[src/pkg/ext_req_pkg.sv]
// Shared constants and types for the external request flag block
package ext_req_pkg;
   localparam int          NUM_REQ     = 4;
   localparam int          ADDR_W      = 12;
   localparam int          DATA_W      = 32;
   localparam int          SYNC_STAGES = 3;
   localparam int          SENSE_W     = 2;
   localparam int          FLAG_LSB    = 0;
   localparam int          LEVEL_LSB   = 8;
   localparam int          SENSE_LSB   = 0;
   localparam int          CTRL_BITS   = NUM_REQ * SENSE_W;
   localparam logic [11:0] STAT_OFFS   = 12'h000;
   localparam logic [11:0] CTRL_OFFS   = 12'h004;
   localparam logic [3:0]  FLAG_RST    = 4'h0;
   localparam logic [3:0]  ARM_RST     = 4'h0;
   localparam logic [7:0]  CTRL_RST    = 8'h00;
   localparam logic        LEVEL_RST   = 1'h1;
   localparam logic [1:0]  RESP_OKAY   = 2'h0;
   localparam logic [1:0]  RESP_SLVERR = 2'h2;
   typedef enum logic [1:0] {
      SENSE_LEVEL = 2'b00,
      SENSE_FALL  = 2'b01,
      SENSE_RISE  = 2'b10,
      SENSE_BOTH  = 2'b11
   } sense_t;
endpackage : ext_req_pkg

[src/pkg/reg_if.sv]
// Register access strobes between the bus slave and the flag logic
`timescale 1ns/100ps
interface reg_if;
   logic        wr_pulse;
   logic [11:0] wr_addr;
   logic [31:0] wr_data;
   logic [3:0]  wr_strb;
   logic        rd_pulse;
   logic [11:0] rd_addr;
   logic [31:0] rd_data;
   modport bus (output wr_pulse, wr_addr, wr_data, wr_strb, rd_pulse, rd_addr,
                input rd_data);
   modport regs (input wr_pulse, wr_addr, wr_data, wr_strb, rd_pulse, rd_addr,
                 output rd_data);
endinterface : reg_if

[src/hw/pin_sync.sv]
// Three-stage pin synchroniser with agreement filter and edge pulses
`timescale 1ns/100ps
module pin_sync #(
   parameter int W = 4
) (
   input  wire logic         clk,
   input  wire logic         resetn,
   input  wire logic         ce,
   input  wire logic [W-1:0] pin_in,
   output logic      [W-1:0] level,
   output logic      [W-1:0] rise,
   output logic      [W-1:0] fall
);
   logic [W-1:0] s1_ff;
   logic [W-1:0] s2_ff;
   logic [W-1:0] s3_ff;
   logic [W-1:0] lvl_ff;

   genvar i;
   generate
      for (i = 0; i < W; i++) begin : g_bit
         always_ff @(posedge clk) begin
            if (!resetn) begin
               s1_ff[i]  <= ext_req_pkg::LEVEL_RST;
               s2_ff[i]  <= ext_req_pkg::LEVEL_RST;
               s3_ff[i]  <= ext_req_pkg::LEVEL_RST;
               lvl_ff[i] <= ext_req_pkg::LEVEL_RST;
            end else if (ce) begin
               s1_ff[i] <= pin_in[i];
               s2_ff[i] <= s1_ff[i];
               s3_ff[i] <= s2_ff[i];
               // One-cycle glitches never reach the flags
               if (s2_ff[i] == s3_ff[i]) begin
                  lvl_ff[i] <= s3_ff[i];
               end
            end
         end
         assign rise[i] = ce & s2_ff[i] & s3_ff[i] & ~lvl_ff[i];
         assign fall[i] = ce & ~s2_ff[i] & ~s3_ff[i] & lvl_ff[i];

         property p_agree;
            @(posedge clk) disable iff (!resetn)
            (ce && s2_ff[i] == s3_ff[i]) |=> (lvl_ff[i] == $past(s3_ff[i]));
         endproperty
         a_agree: assert property (p_agree) else $error("level missed agreement");
      end
   endgenerate

   assign level = lvl_ff;
endmodule : pin_sync

[src/hw/axil_slave.sv]
// AXI4-Lite slave turning bus transfers into register strobes
`timescale 1ns/100ps
module axil_slave (
   input  wire logic        clk,
   input  wire logic        resetn,
   input  wire logic        ce,
   input  wire logic [11:0] s_awaddr,
   input  wire logic        s_awvalid,
   output logic             s_awready,
   input  wire logic [31:0] s_wdata,
   input  wire logic [3:0]  s_wstrb,
   input  wire logic        s_wvalid,
   output logic             s_wready,
   output logic [1:0]       s_bresp,
   output logic             s_bvalid,
   input  wire logic        s_bready,
   input  wire logic [11:0] s_araddr,
   input  wire logic        s_arvalid,
   output logic             s_arready,
   output logic [31:0]      s_rdata,
   output logic [1:0]       s_rresp,
   output logic             s_rvalid,
   input  wire logic        s_rready,
   reg_if.bus               rb
);
   logic        aw_got_ff;
   logic        w_got_ff;
   logic [11:0] waddr_ff;
   logic [31:0] wdata_ff;
   logic [3:0]  wstrb_ff;
   logic        bvalid_ff;
   logic [1:0]  bresp_ff;
   logic        rvalid_ff;
   logic [31:0] rdata_ff;
   logic [1:0]  rresp_ff;
   logic        wr_fire;
   logic        ar_hs;

   function automatic logic addr_ok(input logic [11:0] a);
      addr_ok = (a[11:2] == ext_req_pkg::STAT_OFFS[11:2]) ||
                (a[11:2] == ext_req_pkg::CTRL_OFFS[11:2]);
   endfunction : addr_ok

   // Ready and valid are gated by ce so no beat is taken while frozen
   assign s_awready = ce & ~aw_got_ff & ~bvalid_ff;
   assign s_wready  = ce & ~w_got_ff & ~bvalid_ff;
   assign s_arready = ce & ~rvalid_ff;
   assign s_bvalid  = ce & bvalid_ff;
   assign s_rvalid  = ce & rvalid_ff;
   assign s_bresp   = bresp_ff;
   assign s_rdata   = rdata_ff;
   assign s_rresp   = rresp_ff;
   assign wr_fire   = ce & aw_got_ff & w_got_ff & ~bvalid_ff;
   assign ar_hs     = s_arvalid & s_arready;
   assign rb.wr_pulse = wr_fire & addr_ok(waddr_ff);
   assign rb.wr_addr  = waddr_ff;
   assign rb.wr_data  = wdata_ff;
   assign rb.wr_strb  = wstrb_ff;
   assign rb.rd_pulse = ar_hs & addr_ok(s_araddr);
   assign rb.rd_addr  = s_araddr;

   always_ff @(posedge clk) begin
      if (!resetn) begin
         aw_got_ff <= 1'b0;
         waddr_ff  <= 12'h000;
      end else if (s_awvalid && s_awready) begin
         aw_got_ff <= 1'b1;
         waddr_ff  <= s_awaddr;
      end else if (wr_fire) begin
         aw_got_ff <= 1'b0;
      end
   end

   always_ff @(posedge clk) begin
      if (!resetn) begin
         w_got_ff <= 1'b0;
         wdata_ff <= 32'h0000_0000;
         wstrb_ff <= 4'h0;
      end else if (s_wvalid && s_wready) begin
         w_got_ff <= 1'b1;
         wdata_ff <= s_wdata;
         wstrb_ff <= s_wstrb;
      end else if (wr_fire) begin
         w_got_ff <= 1'b0;
      end
   end

   always_ff @(posedge clk) begin
      if (!resetn) begin
         bvalid_ff <= 1'b0;
         bresp_ff  <= ext_req_pkg::RESP_OKAY;
      end else if (wr_fire) begin
         bvalid_ff <= 1'b1;
         bresp_ff  <= addr_ok(waddr_ff) ? ext_req_pkg::RESP_OKAY : ext_req_pkg::RESP_SLVERR;
      end else if (s_bvalid && s_bready) begin
         bvalid_ff <= 1'b0;
      end
   end

   always_ff @(posedge clk) begin
      if (!resetn) begin
         rvalid_ff <= 1'b0;
         rdata_ff  <= 32'h0000_0000;
         rresp_ff  <= ext_req_pkg::RESP_OKAY;
      end else if (ar_hs) begin
         rvalid_ff <= 1'b1;
         rdata_ff  <= addr_ok(s_araddr) ? rb.rd_data : 32'h0000_0000;
         rresp_ff  <= addr_ok(s_araddr) ? ext_req_pkg::RESP_OKAY : ext_req_pkg::RESP_SLVERR;
      end else if (s_rvalid && s_rready) begin
         rvalid_ff <= 1'b0;
      end
   end
endmodule : axil_slave

[src/hw/ext_int_request_flags.sv]
// Request flags for four external interrupt inputs behind AXI4-Lite
// Contract
// - One read/write flag per input at bits 3..0, reset to 0.
// - Level mode: flag set while its pin is low.
// - Level mode: flag cleared by pin high, no software needed.
// - Edge mode: selected edge sets the flag, held until cleared.
// - Edge mode: writing 0 after reading 1 clears the flag.
// - Edge mode: processor acceptance of the interrupt clears the flag.
// - Read-only pin level bits, input 3 at bit 11, 1 means high.
//
// Chosen here: the placing of the registers and register access over AXI4-Lite.
`timescale 1ns/100ps
module ext_int_request_flags #(
   parameter int N = ext_req_pkg::NUM_REQ
) (
   input  wire logic        clk,
   input  wire logic        resetn,
   input  wire logic        ce,
   input  wire logic        ext_req0_pin,
   input  wire logic        ext_req1_pin,
   input  wire logic        ext_req2_pin,
   input  wire logic        ext_req3_pin,
   input  wire logic [3:0]  irq_accept,
   output logic             ext_req0_flag,
   output logic             ext_req1_flag,
   output logic             ext_req2_flag,
   output logic             ext_req3_flag,
   output logic             ext_req3_pin_level,
   input  wire logic [11:0] s_awaddr,
   input  wire logic        s_awvalid,
   output logic             s_awready,
   input  wire logic [31:0] s_wdata,
   input  wire logic [3:0]  s_wstrb,
   input  wire logic        s_wvalid,
   output logic             s_wready,
   output logic [1:0]       s_bresp,
   output logic             s_bvalid,
   input  wire logic        s_bready,
   input  wire logic [11:0] s_araddr,
   input  wire logic        s_arvalid,
   output logic             s_arready,
   output logic [31:0]      s_rdata,
   output logic [1:0]       s_rresp,
   output logic             s_rvalid,
   input  wire logic        s_rready
);
   reg_if rb ();

   logic [3:0] pins;
   logic [3:0] level;
   logic [3:0] rise;
   logic [3:0] fall;
   logic [3:0] flag_ff;
   logic [3:0] arm_ff;
   logic [7:0] ctrl_ff;
   logic [3:0] edge_hit;
   logic [3:0] is_level;
   logic [3:0] sw_clr;
   logic       stat_wr;
   logic       stat_rd;
   logic       ctrl_wr;
   logic       stat_rd_sel;

   assign pins = {ext_req3_pin, ext_req2_pin, ext_req1_pin, ext_req0_pin};

   pin_sync #(
      .W (N)
   ) u_sync (
      .clk    (clk),
      .resetn (resetn),
      .ce     (ce),
      .pin_in (pins),
      .level  (level),
      .rise   (rise),
      .fall   (fall)
   );

   axil_slave u_bus (
      .clk       (clk),
      .resetn    (resetn),
      .ce        (ce),
      .s_awaddr  (s_awaddr),
      .s_awvalid (s_awvalid),
      .s_awready (s_awready),
      .s_wdata   (s_wdata),
      .s_wstrb   (s_wstrb),
      .s_wvalid  (s_wvalid),
      .s_wready  (s_wready),
      .s_bresp   (s_bresp),
      .s_bvalid  (s_bvalid),
      .s_bready  (s_bready),
      .s_araddr  (s_araddr),
      .s_arvalid (s_arvalid),
      .s_arready (s_arready),
      .s_rdata   (s_rdata),
      .s_rresp   (s_rresp),
      .s_rvalid  (s_rvalid),
      .s_rready  (s_rready),
      .rb        (rb.bus)
   );

   // Register decode, low byte lane carries every writable field
   assign stat_wr = rb.wr_pulse & rb.wr_strb[0] &
                    (rb.wr_addr[11:2] == ext_req_pkg::STAT_OFFS[11:2]);
   assign ctrl_wr = rb.wr_pulse & rb.wr_strb[0] &
                    (rb.wr_addr[11:2] == ext_req_pkg::CTRL_OFFS[11:2]);
   assign stat_rd_sel = (rb.rd_addr[11:2] == ext_req_pkg::STAT_OFFS[11:2]);
   assign stat_rd = rb.rd_pulse & stat_rd_sel;

   always_ff @(posedge clk) begin
      if (!resetn) begin
         ctrl_ff <= ext_req_pkg::CTRL_RST;
      end else if (ce && ctrl_wr) begin
         ctrl_ff <= rb.wr_data[7:0];
      end
   end

   // Read mux; pin levels are live, reserved bits read zero
   always_comb begin
      rb.rd_data = 32'h0000_0000;
      if (stat_rd_sel) begin
         rb.rd_data[ext_req_pkg::FLAG_LSB +: 4]  = flag_ff;
         rb.rd_data[ext_req_pkg::LEVEL_LSB +: 4] = level;
      end else begin
         rb.rd_data[ext_req_pkg::SENSE_LSB +: 8] = ctrl_ff;
      end
   end

   genvar n;
   generate
      for (n = 0; n < N; n++) begin : g_req
         ext_req_pkg::sense_t sense;

         assign sense = ext_req_pkg::sense_t'(ctrl_ff[2*n +: 2]);

         always_comb begin
            case (sense)
               ext_req_pkg::SENSE_FALL: edge_hit[n] = fall[n];
               ext_req_pkg::SENSE_RISE: edge_hit[n] = rise[n];
               ext_req_pkg::SENSE_BOTH: edge_hit[n] = rise[n] | fall[n];
               default:                 edge_hit[n] = 1'b0;
            endcase
         end

         assign is_level[n] = (sense == ext_req_pkg::SENSE_LEVEL);
         // Needs a prior read of 1; writes of 1 are dropped
         assign sw_clr[n] = stat_wr & ~rb.wr_data[n] & arm_ff[n];

         // Edge beats any clear in the same cycle so no request is lost
         always_ff @(posedge clk) begin
            if (!resetn) begin
               flag_ff[n] <= ext_req_pkg::FLAG_RST[n];
            end else if (ce) begin
               if (is_level[n]) begin
                  flag_ff[n] <= ~level[n];
               end else if (edge_hit[n]) begin
                  flag_ff[n] <= 1'b1;
               end else if (sw_clr[n] || irq_accept[n]) begin
                  flag_ff[n] <= 1'b0;
               end
            end
         end

         // Arm only records a read that really saw the flag at 1
         always_ff @(posedge clk) begin
            if (!resetn) begin
               arm_ff[n] <= ext_req_pkg::ARM_RST[n];
            end else if (ce) begin
               if (sw_clr[n] || irq_accept[n] || !flag_ff[n] || is_level[n]) begin
                  arm_ff[n] <= 1'b0;
               end else if (stat_rd) begin
                  arm_ff[n] <= 1'b1;
               end
            end
         end

         property p_lvl_set;
            @(posedge clk) disable iff (!resetn)
            (ce && is_level[n] && !level[n]) |=> flag_ff[n];
         endproperty
         a_lvl_set: assert property (p_lvl_set)
            else $error("level low did not set flag");

         property p_lvl_clr;
            @(posedge clk) disable iff (!resetn)
            (ce && is_level[n] && level[n]) |=> !flag_ff[n];
         endproperty
         a_lvl_clr: assert property (p_lvl_clr)
            else $error("level high did not clear flag");

         property p_edge_set;
            @(posedge clk) disable iff (!resetn)
            (ce && !is_level[n] && edge_hit[n]) |=> flag_ff[n];
         endproperty
         a_edge_set: assert property (p_edge_set)
            else $error("edge did not set flag");

         property p_edge_hold;
            @(posedge clk) disable iff (!resetn)
            (flag_ff[n] && !is_level[n] && !sw_clr[n] && !irq_accept[n])
               |=> flag_ff[n] || $past(ce) && $past(is_level[n]);
         endproperty
         a_edge_hold: assert property (p_edge_hold)
            else $error("edge flag dropped without clear");

         // Arm stands for the earlier read of 1, whatever the gap
         property p_sw_clr;
            @(posedge clk) disable iff (!resetn)
            (ce && !is_level[n] && arm_ff[n] && stat_wr && !rb.wr_data[n] && !edge_hit[n])
               |=> !flag_ff[n];
         endproperty
         a_sw_clr: assert property (p_sw_clr)
            else $error("write 0 after read 1 did not clear");

         property p_accept;
            @(posedge clk) disable iff (!resetn)
            (ce && !is_level[n] && irq_accept[n] && !edge_hit[n]) |=> !flag_ff[n];
         endproperty
         a_accept: assert property (p_accept)
            else $error("acceptance did not clear flag");

         property p_no_sw_set;
            @(posedge clk) disable iff (!resetn)
            (ce && !is_level[n] && !flag_ff[n] && !edge_hit[n]) |=> !flag_ff[n];
         endproperty
         a_no_sw_set: assert property (p_no_sw_set)
            else $error("flag set without an edge");

         property p_unarmed;
            @(posedge clk) disable iff (!resetn)
            (ce && !is_level[n] && !arm_ff[n] && flag_ff[n] && !edge_hit[n]
               && !irq_accept[n]) |=> flag_ff[n];
         endproperty
         a_unarmed: assert property (p_unarmed)
            else $error("unarmed write cleared flag");

         property p_arm_set;
            @(posedge clk) disable iff (!resetn)
            (ce && stat_rd && flag_ff[n] && !is_level[n] && !irq_accept[n] && !sw_clr[n])
               |=> arm_ff[n];
         endproperty
         a_arm_set: assert property (p_arm_set)
            else $error("read of 1 did not arm clear");

         property p_arm_by_read;
            @(posedge clk) disable iff (!resetn)
            (ce && !arm_ff[n] && !stat_rd) |=> !arm_ff[n];
         endproperty
         a_arm_by_read: assert property (p_arm_by_read)
            else $error("clear armed without a read");

         property p_wr_one;
            @(posedge clk) disable iff (!resetn)
            (ce && !is_level[n] && flag_ff[n] && stat_wr && rb.wr_data[n] && !irq_accept[n])
               |=> flag_ff[n];
         endproperty
         a_wr_one: assert property (p_wr_one)
            else $error("write of 1 changed flag");

         // Frozen state must not drift while the enable is low
         property p_freeze;
            @(posedge clk) disable iff (!resetn)
            !ce |=> (flag_ff[n] == $past(flag_ff[n]) && arm_ff[n] == $past(arm_ff[n]));
         endproperty
         a_freeze: assert property (p_freeze)
            else $error("flag moved while frozen");
      end
   endgenerate

   property p_reset_val;
      @(posedge clk) disable iff (!resetn)
      $past(!resetn) |-> (flag_ff == 4'h0 && arm_ff == 4'h0);
   endproperty
   a_reset_val: assert property (p_reset_val)
      else $error("flags not zero after reset");

   property p_pin_bits;
      @(posedge clk) disable iff (!resetn)
      (rb.rd_pulse && stat_rd_sel) |=> (s_rdata[11:8] == $past(level));
   endproperty
   a_pin_bits: assert property (p_pin_bits)
      else $error("pin level bits read wrong");

   property p_rsvd_zero;
      @(posedge clk) disable iff (!resetn)
      (rb.rd_pulse && stat_rd_sel) |=> (s_rdata[31:12] == 20'h00000 && s_rdata[7:4] == 4'h0);
   endproperty
   a_rsvd_zero: assert property (p_rsvd_zero)
      else $error("reserved status bits not zero");

   property p_ctrl_freeze;
      @(posedge clk) disable iff (!resetn)
      !ce |=> $stable(ctrl_ff);
   endproperty
   a_ctrl_freeze: assert property (p_ctrl_freeze)
      else $error("mode bits moved while frozen");

   assign ext_req0_flag      = flag_ff[0];
   assign ext_req1_flag      = flag_ff[1];
   assign ext_req2_flag      = flag_ff[2];
   assign ext_req3_flag      = flag_ff[3];
   assign ext_req3_pin_level = level[3];
endmodule : ext_int_request_flags

[config.mk]
export PLATFORM = sky130hd
export DESIGN_NAME = ext_int_request_flags
export DESIGN_NICKNAME = d
export VERILOG_FILES = /design/src/pkg/ext_req_pkg.sv /design/src/pkg/reg_if.sv /design/src/hw/pin_sync.sv /design/src/hw/axil_slave.sv /design/src/hw/ext_int_request_flags.sv
export SDC_FILE = /design/constraint.sdc
export NUM_CORES = 1
export LEC_CHECK = 0
export BUFFER_PORTS_ARGS = -buffer_cell sky130_fd_sc_hd__buf_2
export CELL_PAD_IN_SITES_DETAIL_PLACEMENT = 1
export CELL_PAD_IN_SITES_GLOBAL_PLACEMENT = 1
export CORE_MARGIN = 2
export CORE_UTILIZATION = 30
export DETAILED_ROUTE_END_ITERATION = 10
export PLACE_DENSITY_LB_ADDON = 0.1
export SYNTH_ARGS = -nofsm -noshare
export SYNTH_HDL_FRONTEND = slang
export SYNTH_SLANG_ARGS = --single-unit
[constraint.sdc]
create_clock -name clk -period 1.4 [get_ports clk]
set_input_delay 0.14 -clock clk [delete_from_list [all_inputs] [get_ports clk]]
set_output_delay 0.14 -clock clk [all_outputs]
set_load 0.005 [all_outputs]
Yosys cells after proc, flatten, opt, wreduce, memory -nomap -nowiden
Index checks and enable logic that the tools add are counted.
{"block": "word_totals", "register_bits": 93, "word_cells": 213, "input_bits": 76, "out_inout_bits": 46}
{"block": "classes", "reduce_logical": 53, "bitwise_logic": 73, "n_mux": 34, "eq_ne": 18}
{"cell": "$and A1 B1 Y1", "n": 49}
{"cell": "$mux W1", "n": 24}
{"cell": "$reduce_and A2 Y1", "n": 12}
{"cell": "$eq A10 B1 Y1 const B", "n": 2}
{"cell": "$logic_not A10 Y1", "n": 2}
{"cell": "$not A1 Y1", "n": 20}
{"cell": "$eq A2 B2 Y1 const B", "n": 8}
{"cell": "$reduce_bool A2 Y1", "n": 8}
{"cell": "$logic_or A1 B1 Y1", "n": 14}
{"cell": "$mux W12", "n": 1}
{"cell": "$mux W4", "n": 3}
{"cell": "$pmux W1 S3", "n": 4}
{"cell": "$reduce_bool A3 Y1", "n": 4}
{"cell": "$eq A2 B1 Y1 const B", "n": 4}
{"cell": "$logic_not A2 Y1", "n": 4}
{"cell": "$logic_and A1 B1 Y1", "n": 5}
{"cell": "$eq A1 B1 Y1", "n": 4}
{"cell": "$logic_not A1 Y1", "n": 4}
{"cell": "$mux W2", "n": 2}
{"cell": "$or A1 B1 Y1", "n": 4}

Depth between registers and ports, before layout
Gate-level depths: netlist of the first run.
{"block": "logic_depth", "ltp_word": 13, "depth_mapped": 6, "depth_no_buf": 4}

Hierarchy
Synthesis of the first run repeated with hierarchy kept, for this count alone.
{"block": "unflattened", "hier_cells": 609, "area_unflattened_um2": 5243.8}
{"module": "axil_slave", "instances": 1, "seq_area_each_um2": 1721.7, "area_per_inst_um2": 3550.9, "cells_each": 418}
{"module": "ext_int_request_flags", "instances": 1, "seq_area_each_um2": 320.3, "area_per_inst_um2": 1006.0, "cells_each": 120}
{"module": "pin_sync", "instances": 1, "seq_area_each_um2": 320.3, "area_per_inst_um2": 686.9, "cells_each": 71}

Worst setup path before layout of the first run
No wires, ideal clock.
{"block": "synth_path", "kind": "reg-to-reg", "from": "register u_bus.waddr_ff[5] (netlist: u_bus.rb.wr_addr[5])", "to": "register ctrl_ff[0]", "t_required_ns": 1.282, "t_arrival_ns": 1.431, "synth_period_minus_slack_ns": 1.549, "stages_incl_launch_ff": 5, "path_slack_ns": -0.149, "setup_ns": 0.118, "path_buffers": 0, "cell_sequence": "dfxtp_1 -> nor4_1 -> nand4_1 -> mux2i_1 -> nor2b_1"}
{"block": "synth_between", "elab_chain_len": 6, "elab_cells_between_ends": 7, "cone_classes": "1 x eq/ne; 3 x bitwise; 3 x reduce/logical"}
{"element": "start, declared", "line": "axil_slave.sv:28", "rtl": "logic [11:0] waddr_ff;"}
{"element": "start signal, assigned", "line": "axil_slave.sv:68", "rtl": "waddr_ff <= s_awaddr;"}
{"element": "$eq A10 B1 Y1 / $logic_not A10 Y1 (equally long branches)", "line": "axil_slave.sv:41, ext_int_request_flags.sv:106, axil_slave.sv:40"}
{"element": "$logic_or A1 B1 Y1", "line": "axil_slave.sv:40", "rtl": "addr_ok = (a[11:2] == ext_req_pkg::STAT_OFFS[11:2]) ||"}
{"element": "$and A1 B1 Y1", "line": "axil_slave.sv:55", "rtl": "assign rb.wr_pulse = wr_fire & addr_ok(waddr_ff);"}
{"element": "$and A1 B1 Y1", "line": "ext_int_request_flags.sv:105", "rtl": "assign ctrl_wr = rb.wr_pulse & rb.wr_strb[0] &"}
{"element": "$and A1 B1 Y1 *", "line": "ext_int_request_flags.sv:105"}
{"element": "$logic_and A1 B1 Y1 *", "line": "ext_int_request_flags.sv:113", "rtl": "end else if (ce && ctrl_wr) begin"}
{"element": "end signal, assigned", "line": "ext_int_request_flags.sv:112", "rtl": "ctrl_ff <= ext_req_pkg::CTRL_RST;"}
{"element": "end signal, assigned", "line": "ext_int_request_flags.sv:114", "rtl": "ctrl_ff <= rb.wr_data[7:0];"}
{"element": "end, declared", "line": "ext_int_request_flags.sv:55", "rtl": "logic [7:0] ctrl_ff;"}
Mark *: on every way between the ends. The rest lies on a longest branch, timed or not.
A chain may end at the register's enable or synchronous reset.

Final worst setup path of the first run
{"block": "layout_path", "from": "register u_bus.waddr_ff[8] (netlist: u_bus.rb.wr_addr[8])", "to": "register flag_ff[3] (netlist: ext_req3_flag)"}
{"block": "layout_between", "elab_chain_len": 10, "elab_cells_between_ends": 11, "cone_classes": "1 x eq/ne; 5 x bitwise; 5 x reduce/logical"}
{"element": "$eq A10 B1 Y1 / $logic_not A10 Y1 (equally long branches)", "line": "axil_slave.sv:41, axil_slave.sv:40, ext_int_request_flags.sv:104"}
{"element": "$logic_or A1 B1 Y1", "line": "axil_slave.sv:40"}
{"element": "$and A1 B1 Y1", "line": "axil_slave.sv:55"}
{"element": "$and A1 B1 Y1", "line": "ext_int_request_flags.sv:103", "rtl": "assign stat_wr = rb.wr_pulse & rb.wr_strb[0] &"}
{"element": "$and A1 B1 Y1 *", "line": "ext_int_request_flags.sv:103"}
{"element": "$and A1 B1 Y1 * (2 in series)", "line": "ext_int_request_flags.sv:147", "rtl": "assign sw_clr[n] = stat_wr & ~rb.wr_data[n] & arm_ff[n];"}
{"element": "$logic_or A1 B1 Y1 *", "line": "ext_int_request_flags.sv:158", "rtl": "end else if (sw_clr[n] || irq_accept[n]) begin"}
{"element": "$reduce_bool A3 Y1 (no source line) *"}
{"element": "$reduce_and A2 Y1 (no source line) *"}
{"element": "end signal, assigned by index", "line": "ext_int_request_flags.sv:152", "rtl": "flag_ff[n] <= ext_req_pkg::FLAG_RST[n];"}
{"element": "end signal, assigned by index", "line": "ext_int_request_flags.sv:155", "rtl": "flag_ff[n] <= ~level[n];"}
{"element": "end, declared", "line": "ext_int_request_flags.sv:53", "rtl": "logic [3:0] flag_ff;"}
Marks and branches as above.

==> results.yml, run 1 <==
timing:
  tns_ns: 0
  drv_slew: 0
  rsz0062_at_grt: "yes"
  finalWorstSetupSlack_ns: 0.0423
  holdWs_ns: 0.0279
  period_minus_slack_ns: 1.36
  max_freq_mhz: 737
  fin_crit_sh: 0.970
  clock_skew_ns: 0.00839
  hold_viol_final: 0
  setup_viol: 0
worst_setup_path:
  cp.arrival_ns: 1.59
  endpoint_kind: "flop"
  cpMaxStageDelayCell: "dfxtp_2"
  critPathLaunchType: "flop"
  critical-path-top-delay-family: "simple AND/OR/NAND/NOR gates"
  timing_worst_setup_path_type: "reg -> reg"
  crit_required_ns: 1.63
  path_cells: "nor4_4 -> nand4_1 -> buf_6 -> o211ai_1 -> a21oi_1"
  critical_path_peak_fanout: 8
  critPathBufInv: 1
  critPathMaxStageDelay_ns: 0.34
placed_design:
  post-dp-hpwl_um: 6060
  placed_cell_area_sq_mm: 0.00370
  dp_slack_ns: -0.271
  portBuffers: 68
  gp_congestion: 0.769
detailed_routing:
  vias: 2733
  drc: 0
  drt_wl_total_um: 8250
  vias_per_cell: 4.61
  dr.first_iter.drc_count: 49
  dr.pass1.iters: 4
  wl_per_cell_um: 13.9
  final_antenna_net_count: 0
die:
  core-area_sq_mm: 0.0102
  boundaryPins: 122
  die_area_sq_mm: 0.0113
  initial_core_util: 0.306
  die-width_um: 106
  rows: 37
  die_y_um: 106
power_and_ir_drop:
  ir_drop_uv: 380
  p_leak_uw: 0.00171
  sw_frac_of_total: 0.274
  seqPwrFrac: 0.522
  p_clk_frac: 0.375
  p_switching_uw: 1080
  power_density_mw_per_mm2: 993
  comb_power_share: 0.103
  p_int_uw: 2870
min_path:
  hold_class: "in -> reg"
synthesis:
  synth_cells: 361
  yosysUniqueCellTypes: 38
  ys_warn_count: 0
  synthesis.area_sq_mm: 0.00313
  ys_seq_elements: 69
  synth.avg_cell_area_sq_um: 8.68
  synth_seq_area_share: 0.441
layout:
  syn2layout_area_growth_pct: 26.9
  drive_gt1_frac: 0.278
  nNetsFinal: 528
  fin_util: 0.389
  antennaDiodeCount: 0
  final_cell_area_sq_mm: 0.00398
clocking:
  cts_buffer_depth: 2
  cts.sinks: 69
  cts_buffers: 9
  clkLatencyLatePin_ns: 0.35
  cts_tree: "done"
  htree_levels: 3
  clkTransAtPathRegs_ns: 0.08
  clk_root_buffer_cell: "clkbuf_8"
grt:
  grt_pass1_vias: 2717
  grt_pass1_wl_um: 13500
  grt_max_degree: 63
  antenna_found_initial: 0
  gr-total-overflow: 0
  grtUsageTotal: 0.152
run:
  max_cap_viol_count: 0
outcome:
  status: "finished clean"
## state kept, by name, indices dropped and copies added, names as in the netlist
register          cells
arm_ff                4
ctrl_ff               8
ext_req0_flag         1
ext_req1_flag         1
ext_req2_flag         1
ext_req3_flag         1
u_bus.aw_got_ff       1
u_bus.bvalid_ff       1
u_bus.rb.wr_addr     10
u_bus.rb.wr_data      8
u_bus.rb.wr_strb      1
u_bus.rvalid_ff       1
u_bus.s_bresp         1
u_bus.s_rdata        12
u_bus.s_rresp         1
u_bus.w_got_ff        1
u_sync.level          4
u_sync.s1_ff          4
u_sync.s2_ff          4
u_sync.s3_ff          4
## routing by layer
metal	GRT usage	part of all wire
met5	0	0
met3	0.0349	0.046
met1	0.195	0.48
met2	0.246	0.46
met4	0.0658	0.020
## cells by family (layout without fill, tap and decap cells)
logic type      count (synthesis)  after routing  share of synthesized area
buf+inv                        41            116                     0.0774
mux                            24             24                     0.0766
simple gates                  148            148                      0.242
other cells                     1             22                    0.00120
flops                          69             69                      0.441
compound gates                 78             78                      0.162
## through the flow
stage                     cells  total power, uW
final                       593             3950
after global routing        593             4160
after CTS                   591             4010
after detailed placement    569             2500
after global placement      569             2490
after floorplan             382             2350
## worst paths after layout
path         slack [ns]                             start                          endpoint  depth (start not counted)
max reg2reg        0.04  u_bus.rb.wr_addr[8]$_SDFFE_PN0P_        ext_req3_flag$_SDFFE_PN0P_                          5
min                0.03                       s_awaddr[6]  u_bus.rb.wr_addr[6]$_SDFFE_PN0P_                          3
max                0.04  u_bus.rb.wr_addr[8]$_SDFFE_PN0P_        ext_req3_flag$_SDFFE_PN0P_                          5
min reg2reg        0.46     u_bus.s_rdata[3]$_SDFFE_PN0P_     u_bus.s_rdata[3]$_SDFFE_PN0P_                          2
## synthesized netlist by cell type (all sizes together)
cell | n | area, sq um
buf | 27 | 190
or4 | 2 | 22.5
nor3 | 3 | 15.0
nand2 | 78 | 293
o21ai | 17 | 85.1
nand3 | 2 | 10.0
o31ai | 8 | 60.1
nor4b | 2 | 17.5
and2 | 5 | 31.3
o211a | 1 | 10.0
mux2i | 24 | 240
or3 | 1 | 6.26
nand2b | 12 | 75.1
nor2b | 13 | 81.3
nor2 | 10 | 37.5
a21boi | 23 | 173
or2 | 1 | 6.26
a22o | 4 | 35.0
nand4b | 5 | 43.8
and4b | 1 | 10.0
nor4bb | 1 | 10.0
o211ai | 4 | 30.0
nand4 | 4 | 25.0
nand3b | 1 | 7.51
a21oi | 14 | 70.1
nor4 | 3 | 33.8
a22oi | 2 | 15.0
clkbuf | 13 | 48.8
inv | 1 | 3.75
nor3b | 3 | 22.5
and3b | 1 | 8.76
o22ai | 4 | 25.0
dfxtp | 69 | 1380
a31oi | 1 | 6.26
conb | 1 | 3.75
## power by group through the flow
stage / sequential, uW / clock [uW] / combinational (uW)
after global placement: 2110 / 0 / 379
after CTS: 2060 / 1540 / 407
after floorplan: 2090 / 0 / 257
final: 2070 / 1480 / 406
after detailed placement: 2110 / 0 / 388
after global routing: 2070 / 1620 / 462
## repair_timing
action	4_1_cts	5_1_grt
gates resized for setup	2	9
hold buffers	3	0
buffers inserted	3	2
pin swaps	4	8
endpoints found under the setup margin	10	27
hold endpoints to repair	3	0
## worst reg2reg max path, stage by stage (launching register included)
cell	delay [ns]
dfxtp_2	0.34
nor4_4	0.32
nand4_1	0.16
buf_6	0.17
o211ai_1	0.17
a21oi_1	0.09
## placed cells by master (no fill, tap or decap), types with 2 or more instances in the layout
| cell type | synthesis | final |
|---|---|---|
| clkbuf_8 | 0 | 9 |
| dfxtp_2 | 0 | 5 |
| nor2_1 | 10 | 10 |
| nor2b_1 | 13 | 13 |
| and2_1 | 5 | 4 |
| nand2_1 | 78 | 78 |
| buf_12 | 0 | 2 |
| mux2i_1 | 24 | 24 |
| conb_1 | 1 | 22 |
| clkinvlp_4 | 0 | 2 |
| o21ai_1 | 4 | 4 |
| dfxtp_1 | 69 | 64 |
| dlygate4sd3_1 | 0 | 3 |
| buf_4 | 22 | 23 |
| nor4b_1 | 2 | 2 |
| o22ai_1 | 4 | 4 |
| o21ai_0 | 13 | 13 |
| clkinv_2 | 0 | 2 |
| nand4b_1 | 5 | 5 |
| o31ai_1 | 8 | 8 |
| nor3_1 | 3 | 2 |
| a22o_1 | 4 | 4 |
| nor3b_1 | 3 | 2 |
| buf_2 | 5 | 68 |
| nand2b_1 | 12 | 12 |
| buf_6 | 0 | 3 |
| nand4_1 | 4 | 4 |
| nand3_1 | 2 | 2 |
| a22oi_2 | 0 | 2 |
| clkinv_4 | 0 | 2 |
| nor4_4 | 1 | 2 |
| or4_4 | 2 | 2 |
| a21oi_1 | 14 | 14 |
| o211ai_1 | 4 | 4 |
| a21boi_0 | 23 | 23 |
## area by class of cell
class	instances	area [sq um]
clock buffer	9	124
clock inverter	7	51.3
inverter	1	3.75
fill	1236	6250
tap	136	170
timing repair buffer	99	617
sequential	69	1390
multi-input combinational	272	1630
Note: power is estimated with default switching activity, not from simulation.
==> run 2: changes to the inputs <==
CELL_PAD_IN_SITES_DETAIL_PLACEMENT = 2   (was 1)
CELL_PAD_IN_SITES_GLOBAL_PLACEMENT = 2   (was 1)
CORE_UTILIZATION = 25   (was 30)
==> results.yml, run 2 (synthesis gave the netlist of run 1 again) <==
outcome:
  status: "finished clean"
power_and_ir_drop:
  sw_frac_of_total: 0.225
  p_leak_uw: 0.00177
  comb_power_share: 0.082
  p_int_uw: 3880
  power_density_mw_per_mm2: 1200
  p_total_uw: 5010
  p_clk_frac: 0.505
  p_switching_uw: 1130
  seqPwrFrac: 0.413
  ir_drop_uv: 452
clocking:
  cts.sinks: 69
  cts_tree: "done"
  cts_buffers: 9
  clkTransAtPathRegs_ns: 0.06
  htree_levels: 3
  cts_buffer_depth: 2
  clk_root_buffer_cell: "clkbuf_16"
  clkLatencyLatePin_ns: 0.33
  holdBufCountCts: 0
detailed_routing:
  final_antenna_net_count: 0
  wl_per_cell_um: 14.8
  vias: 2805
  drt_wl_total_um: 9190
  vias_per_cell: 4.52
  dr.first_iter.drc_count: 97
  drc: 0
  dr.pass1.iters: 4
timing:
  clock_skew_ns: 0.00798
  drv_slew: 0
  period_minus_slack_ns: 1.37
  finalWorstSetupSlack_ns: 0.0258
  setup_viol: 0
  max_freq_mhz: 728
  fin_crit_sh: 0.982
  hold_viol_final: 0
  rsz0062_at_grt: "yes"
grt:
  gr-total-overflow: 0
  antenna_found_initial: 0
  grtUsageTotal: 0.146
  grt_max_degree: 63
  grt_pass1_wl_um: 15100
  grt_pass1_vias: 2970
placed_design:
  placed_cell_area_sq_mm: 0.00376
  post-dp-hpwl_um: 6930
  gp_congestion: 0.759
  portBuffers: 68
  dp_slack_ns: -0.312
worst_setup_path:
  endpoint_kind: "flop"
  critical_path_peak_fanout: 8
  crit_required_ns: 1.61
  cp.arrival_ns: 1.58
  timing_worst_setup_path_type: "reg -> reg"
  critPathLaunchType: "flop"
die:
  die-width_um: 116
  die_area_sq_mm: 0.0134
  die_y_um: 116
  boundaryPins: 122
  rows: 40
  core-area_sq_mm: 0.0121
  initial_core_util: 0.259
layout:
  final_cell_area_sq_mm: 0.00416
  syn2layout_area_growth_pct: 32.8
  fin_util: 0.344
  final_cell_mix: "nand2_1, buf_2, dfxtp_1"
  fillerInstances: 1375
  antennaDiodeCount: 0
  drive_gt1_frac: 0.276
  final_common_cell: "nand2_1"
  nNetsFinal: 524
  largest_register_ffs: 12
run:
  max_cap_viol_count: 0
min_path:
  hold_class: "in -> reg"
[run 2: cell types whose count changed in the layout (fill, tap and decap cells not counted), sizes merged]
| cell | delta |
|---|---|
| dlygate4sd3 | -3 |
| clkinvlp | +1 |
| inv | -1 |
| bufinv | +2 |
| buf | -1 |
| clkinv | -4 |
| clkbuf | +2 |
[run 2: worst paths after layout]
path / startpoint / to / slack, ns / depth (start not counted)
worst min-delay path: ext_req2_pin / u_sync.s1_ff[2]$_SDFFE_PN1P_ / 0.02 / 3
worst max register to register: u_bus.rb.wr_addr[8]$_SDFFE_PN0P_ / ext_req3_flag$_SDFFE_PN0P_ / 0.03 / 5
worst min register to register: u_bus.s_rdata[0]$_SDFFE_PN0P_ / u_bus.s_rdata[0]$_SDFFE_PN0P_ / 0.45 / 2
worst max-delay path: u_bus.rb.wr_addr[8]$_SDFFE_PN0P_ / ext_req3_flag$_SDFFE_PN0P_ / 0.03 / 5
[run 2: per-layer routing]
| layer | vias up | global-route usage | share of wire |
|---|---|---|---|
| met4 | 0 | 0.0643 | 0.014 |
| met2 | 71 | 0.245 | 0.48 |
| met5 | - | 0 | 0 |
| li1 | 1383 | - | - |
| met3 | 10 | 0.0272 | 0.045 |
| met1 | 1341 | 0.184 | 0.46 |
[run 2: critical path: stages (launching register included)]
cell and delay (ns):
dfxtp_2 0.33, nor4_4 0.34, nand4_1 0.15, buf_6 0.16
o211ai_1 0.18, a21oi_1 0.09
[run 2: cell type report]
class | count | area [sq um] | share of cell area
multi-input combinational | 272 | 1630 | 0.393
sequential | 69 | 1390 | 0.333
timing repair buffer | 95 | 592 | 0.142
clock buffer | 11 | 253 | 0.0607
tap | 168 | 210 | 0.0505
clock inverter | 5 | 82.6 | 0.0198
inverter | 1 | 3.75 | 0.000902
[run 2: power by group through the flow]
stage,clock network [uW],registers [uW],logic [uW]
final,2530,2070,411
after global routing,2700,2080,466
after CTS,2610,2070,406
after detailed placement,0,2110,401
after global placement,0,2110,391
after floorplan,0,2090,257
[run 2: what timing repair did]
item                       CTS  global route
hold endpoints to repair     0             0
resized for setup            2            10
buffers inserted             1             2
pin swaps                    4             9
setup endpoints to repair    5            18
[run 2: through the flow]
step	hold WS, ns	setup TNS, ns	std cells
after detailed placement	0.366	-2.71	602
after global placement	0.358	-2.52	602
final	0.0243	0	621
after CTS	0.0162	0	619
after global routing	0.0420	-0.555	621
after floorplan	0.268	-0.643	382
==> run 3: changes to the inputs <==
BUFFER_PORTS_ARGS = -buffer_cell sky130_fd_sc_hd__clkbuf_2   (was -buffer_cell sky130_fd_sc_hd__buf_2)
==> results.yml, run 3 (synthesis gave the netlist of run 1 again) <==
die:
  boundaryPins: 122
  die-width_um: 116
  initial_core_util: 0.259
  rows: 40
  die_area_sq_mm: 0.0134
  die_y_um: 116
  core-area_sq_mm: 0.0121
worst_setup_path:
  critPathBufInv: 1
  crit_required_ns: 1.62
  endpoint_kind: "flop"
  cpMaxStageDelayCell: "nor4_4"
  critical-path-top-delay-family: "simple AND/OR/NAND/NOR gates"
  path_cells: "nor4_4 -> nand4_1 -> buf_6 -> mux2i_2 -> nor2b_1"
  timing_worst_setup_path_type: "reg -> reg"
  cp.arrival_ns: 1.67
  critical_path_peak_fanout: 8
  critPathLaunchType: "flop"
  critPathMaxStageDelay_ns: 0.34
layout:
  regArea_sq_mm: 0.00139
  final_common_cell: "nand2_1"
  final_cell_mix: "nand2_1, clkbuf_2, dfxtp_1"
  multi_input_area_sq_mm: 0.00164
  largest_register_ffs: 12
  antennaDiodeCount: 0
  syn2layout_area_growth_pct: 32.7
  drive_gt1_frac: 0.280
  fin_cells: 622
  fillerInstances: 1387
  nNetsFinal: 525
grt:
  gr-total-overflow: 0
  grt_pass1_wl_um: 15000
  grtUsageTotal: 0.146
  grt_max_degree: 39
  antenna_found_initial: 0
  grt_pass1_vias: 3002
detailed_routing:
  vias_per_cell: 4.54
  vias: 2821
  dr.first_iter.drc_count: 83
  dr.pass1.iters: 4
  drt_wl_total_um: 9260
  final_antenna_net_count: 0
  drc: 0
  wl_per_cell_um: 14.9
clocking:
  htree_levels: 3
  clkLatencyLatePin_ns: 0.33
  clk_root_buffer_cell: "clkbuf_16"
  clkTransAtPathRegs_ns: 0.06
  cts_tree: "done"
  cts.sinks: 69
  cts_buffers: 9
  cts_buffer_depth: 2
timing:
  hold_viol_final: 0
  fin_crit_sh: 1.04
  rsz0062_at_grt: "yes"
  setup_viol: 6
  max_freq_mhz: 688
  drv_slew: 0
  clock_skew_ns: 0.00765
  finalWorstSetupSlack_ns: -0.0539
  period_minus_slack_ns: 1.45
  tns_ns: -0.125
outcome:
  violations: "setup timing"
  status: "complete, but fails checks"
power_and_ir_drop:
  p_leak_uw: 0.00176
  power_density_mw_per_mm2: 1160
  ir_drop_uv: 528
placed_design:
  gp_congestion: 0.735
  dp.cells: 604
  post-dp-hpwl_um: 6900
  portBuffers: 68
min_path:
  hold_class: "in -> reg"
run:
  max_cap_viol_count: 0
-- run 3: cell types whose count changed in the layout (fill, tap and decap cells not counted), moves of 2 or more --
cell / change
clkbuf_2: +68
buf_2: -68
dfxtp_2: -2
nor3b_1: -2
dfxtp_1: +2
-- run 3: cell type report --
type	count	share of cell area
tap	168	0.0505
inverter	1	0.000903
clock inverter	5	0.0141
timing repair buffer	96	0.146
sequential	69	0.333
multi-input combinational	272	0.394
clock buffer	11	0.0608
-- run 3: stage by stage --
step	setup slack (ns)	cell area [sq um]	util	total power [uW]	hold WS (ns)
after CTS	-0.0424	4130	0.341	4930	0.0161
after floorplan	-0.0947	3240	-	2350	0.268
after global routing	-0.177	4160	0.343	5090	0.0248
after global placement	-0.231	3790	0.313	2510	0.357
final	-0.0539	4160	0.343	4840	0.0250
after detailed placement	-0.273	3790	0.313	2520	0.364
-- run 3: worst paths after layout --
check                                        start                       endpoint  slack [ns]  depth (start not counted)
setup / recovery  u_bus.rb.wr_addr[5]$_SDFFE_PN0P_        ctrl_ff[1]$_SDFFE_PN0P_       -0.05                          5
hold / removal                        ext_req3_pin   u_sync.s1_ff[3]$_SDFFE_PN1P_        0.02                          3
setup reg to reg  u_bus.rb.wr_addr[5]$_SDFFE_PN0P_        ctrl_ff[1]$_SDFFE_PN0P_       -0.05                          5
hold reg to reg      u_bus.s_rdata[3]$_SDFFE_PN0P_  u_bus.s_rdata[3]$_SDFFE_PN0P_        0.46                          2
-- run 3: worst min-delay path, stage by stage --
cell and delay [ns]:
clkbuf_2 0.07, mux2i_1 0.05, nand2_1 0.06
-- run 3: per-layer routing --
layer,vias up,global-route usage,part of all wire
met5,-,0,0
met4,0,0.0476,0.010
met3,6,0.0439,0.055
met2,68,0.258,0.50
met1,1359,0.169,0.43
li1,1388,-,-
-- run 3: where the power goes --
group          switching (uW)  internal, uW
Sequential               49.7          2020
Combinational             206           206
Clock                     879          1480
-- run 3: repair_timing --
item	4_1_cts	5_1_grt
hold buffers	0	0
endpoints found under the setup margin	15	33
setup buffers	1	1
resized for setup	7	4
pin swaps	7	4
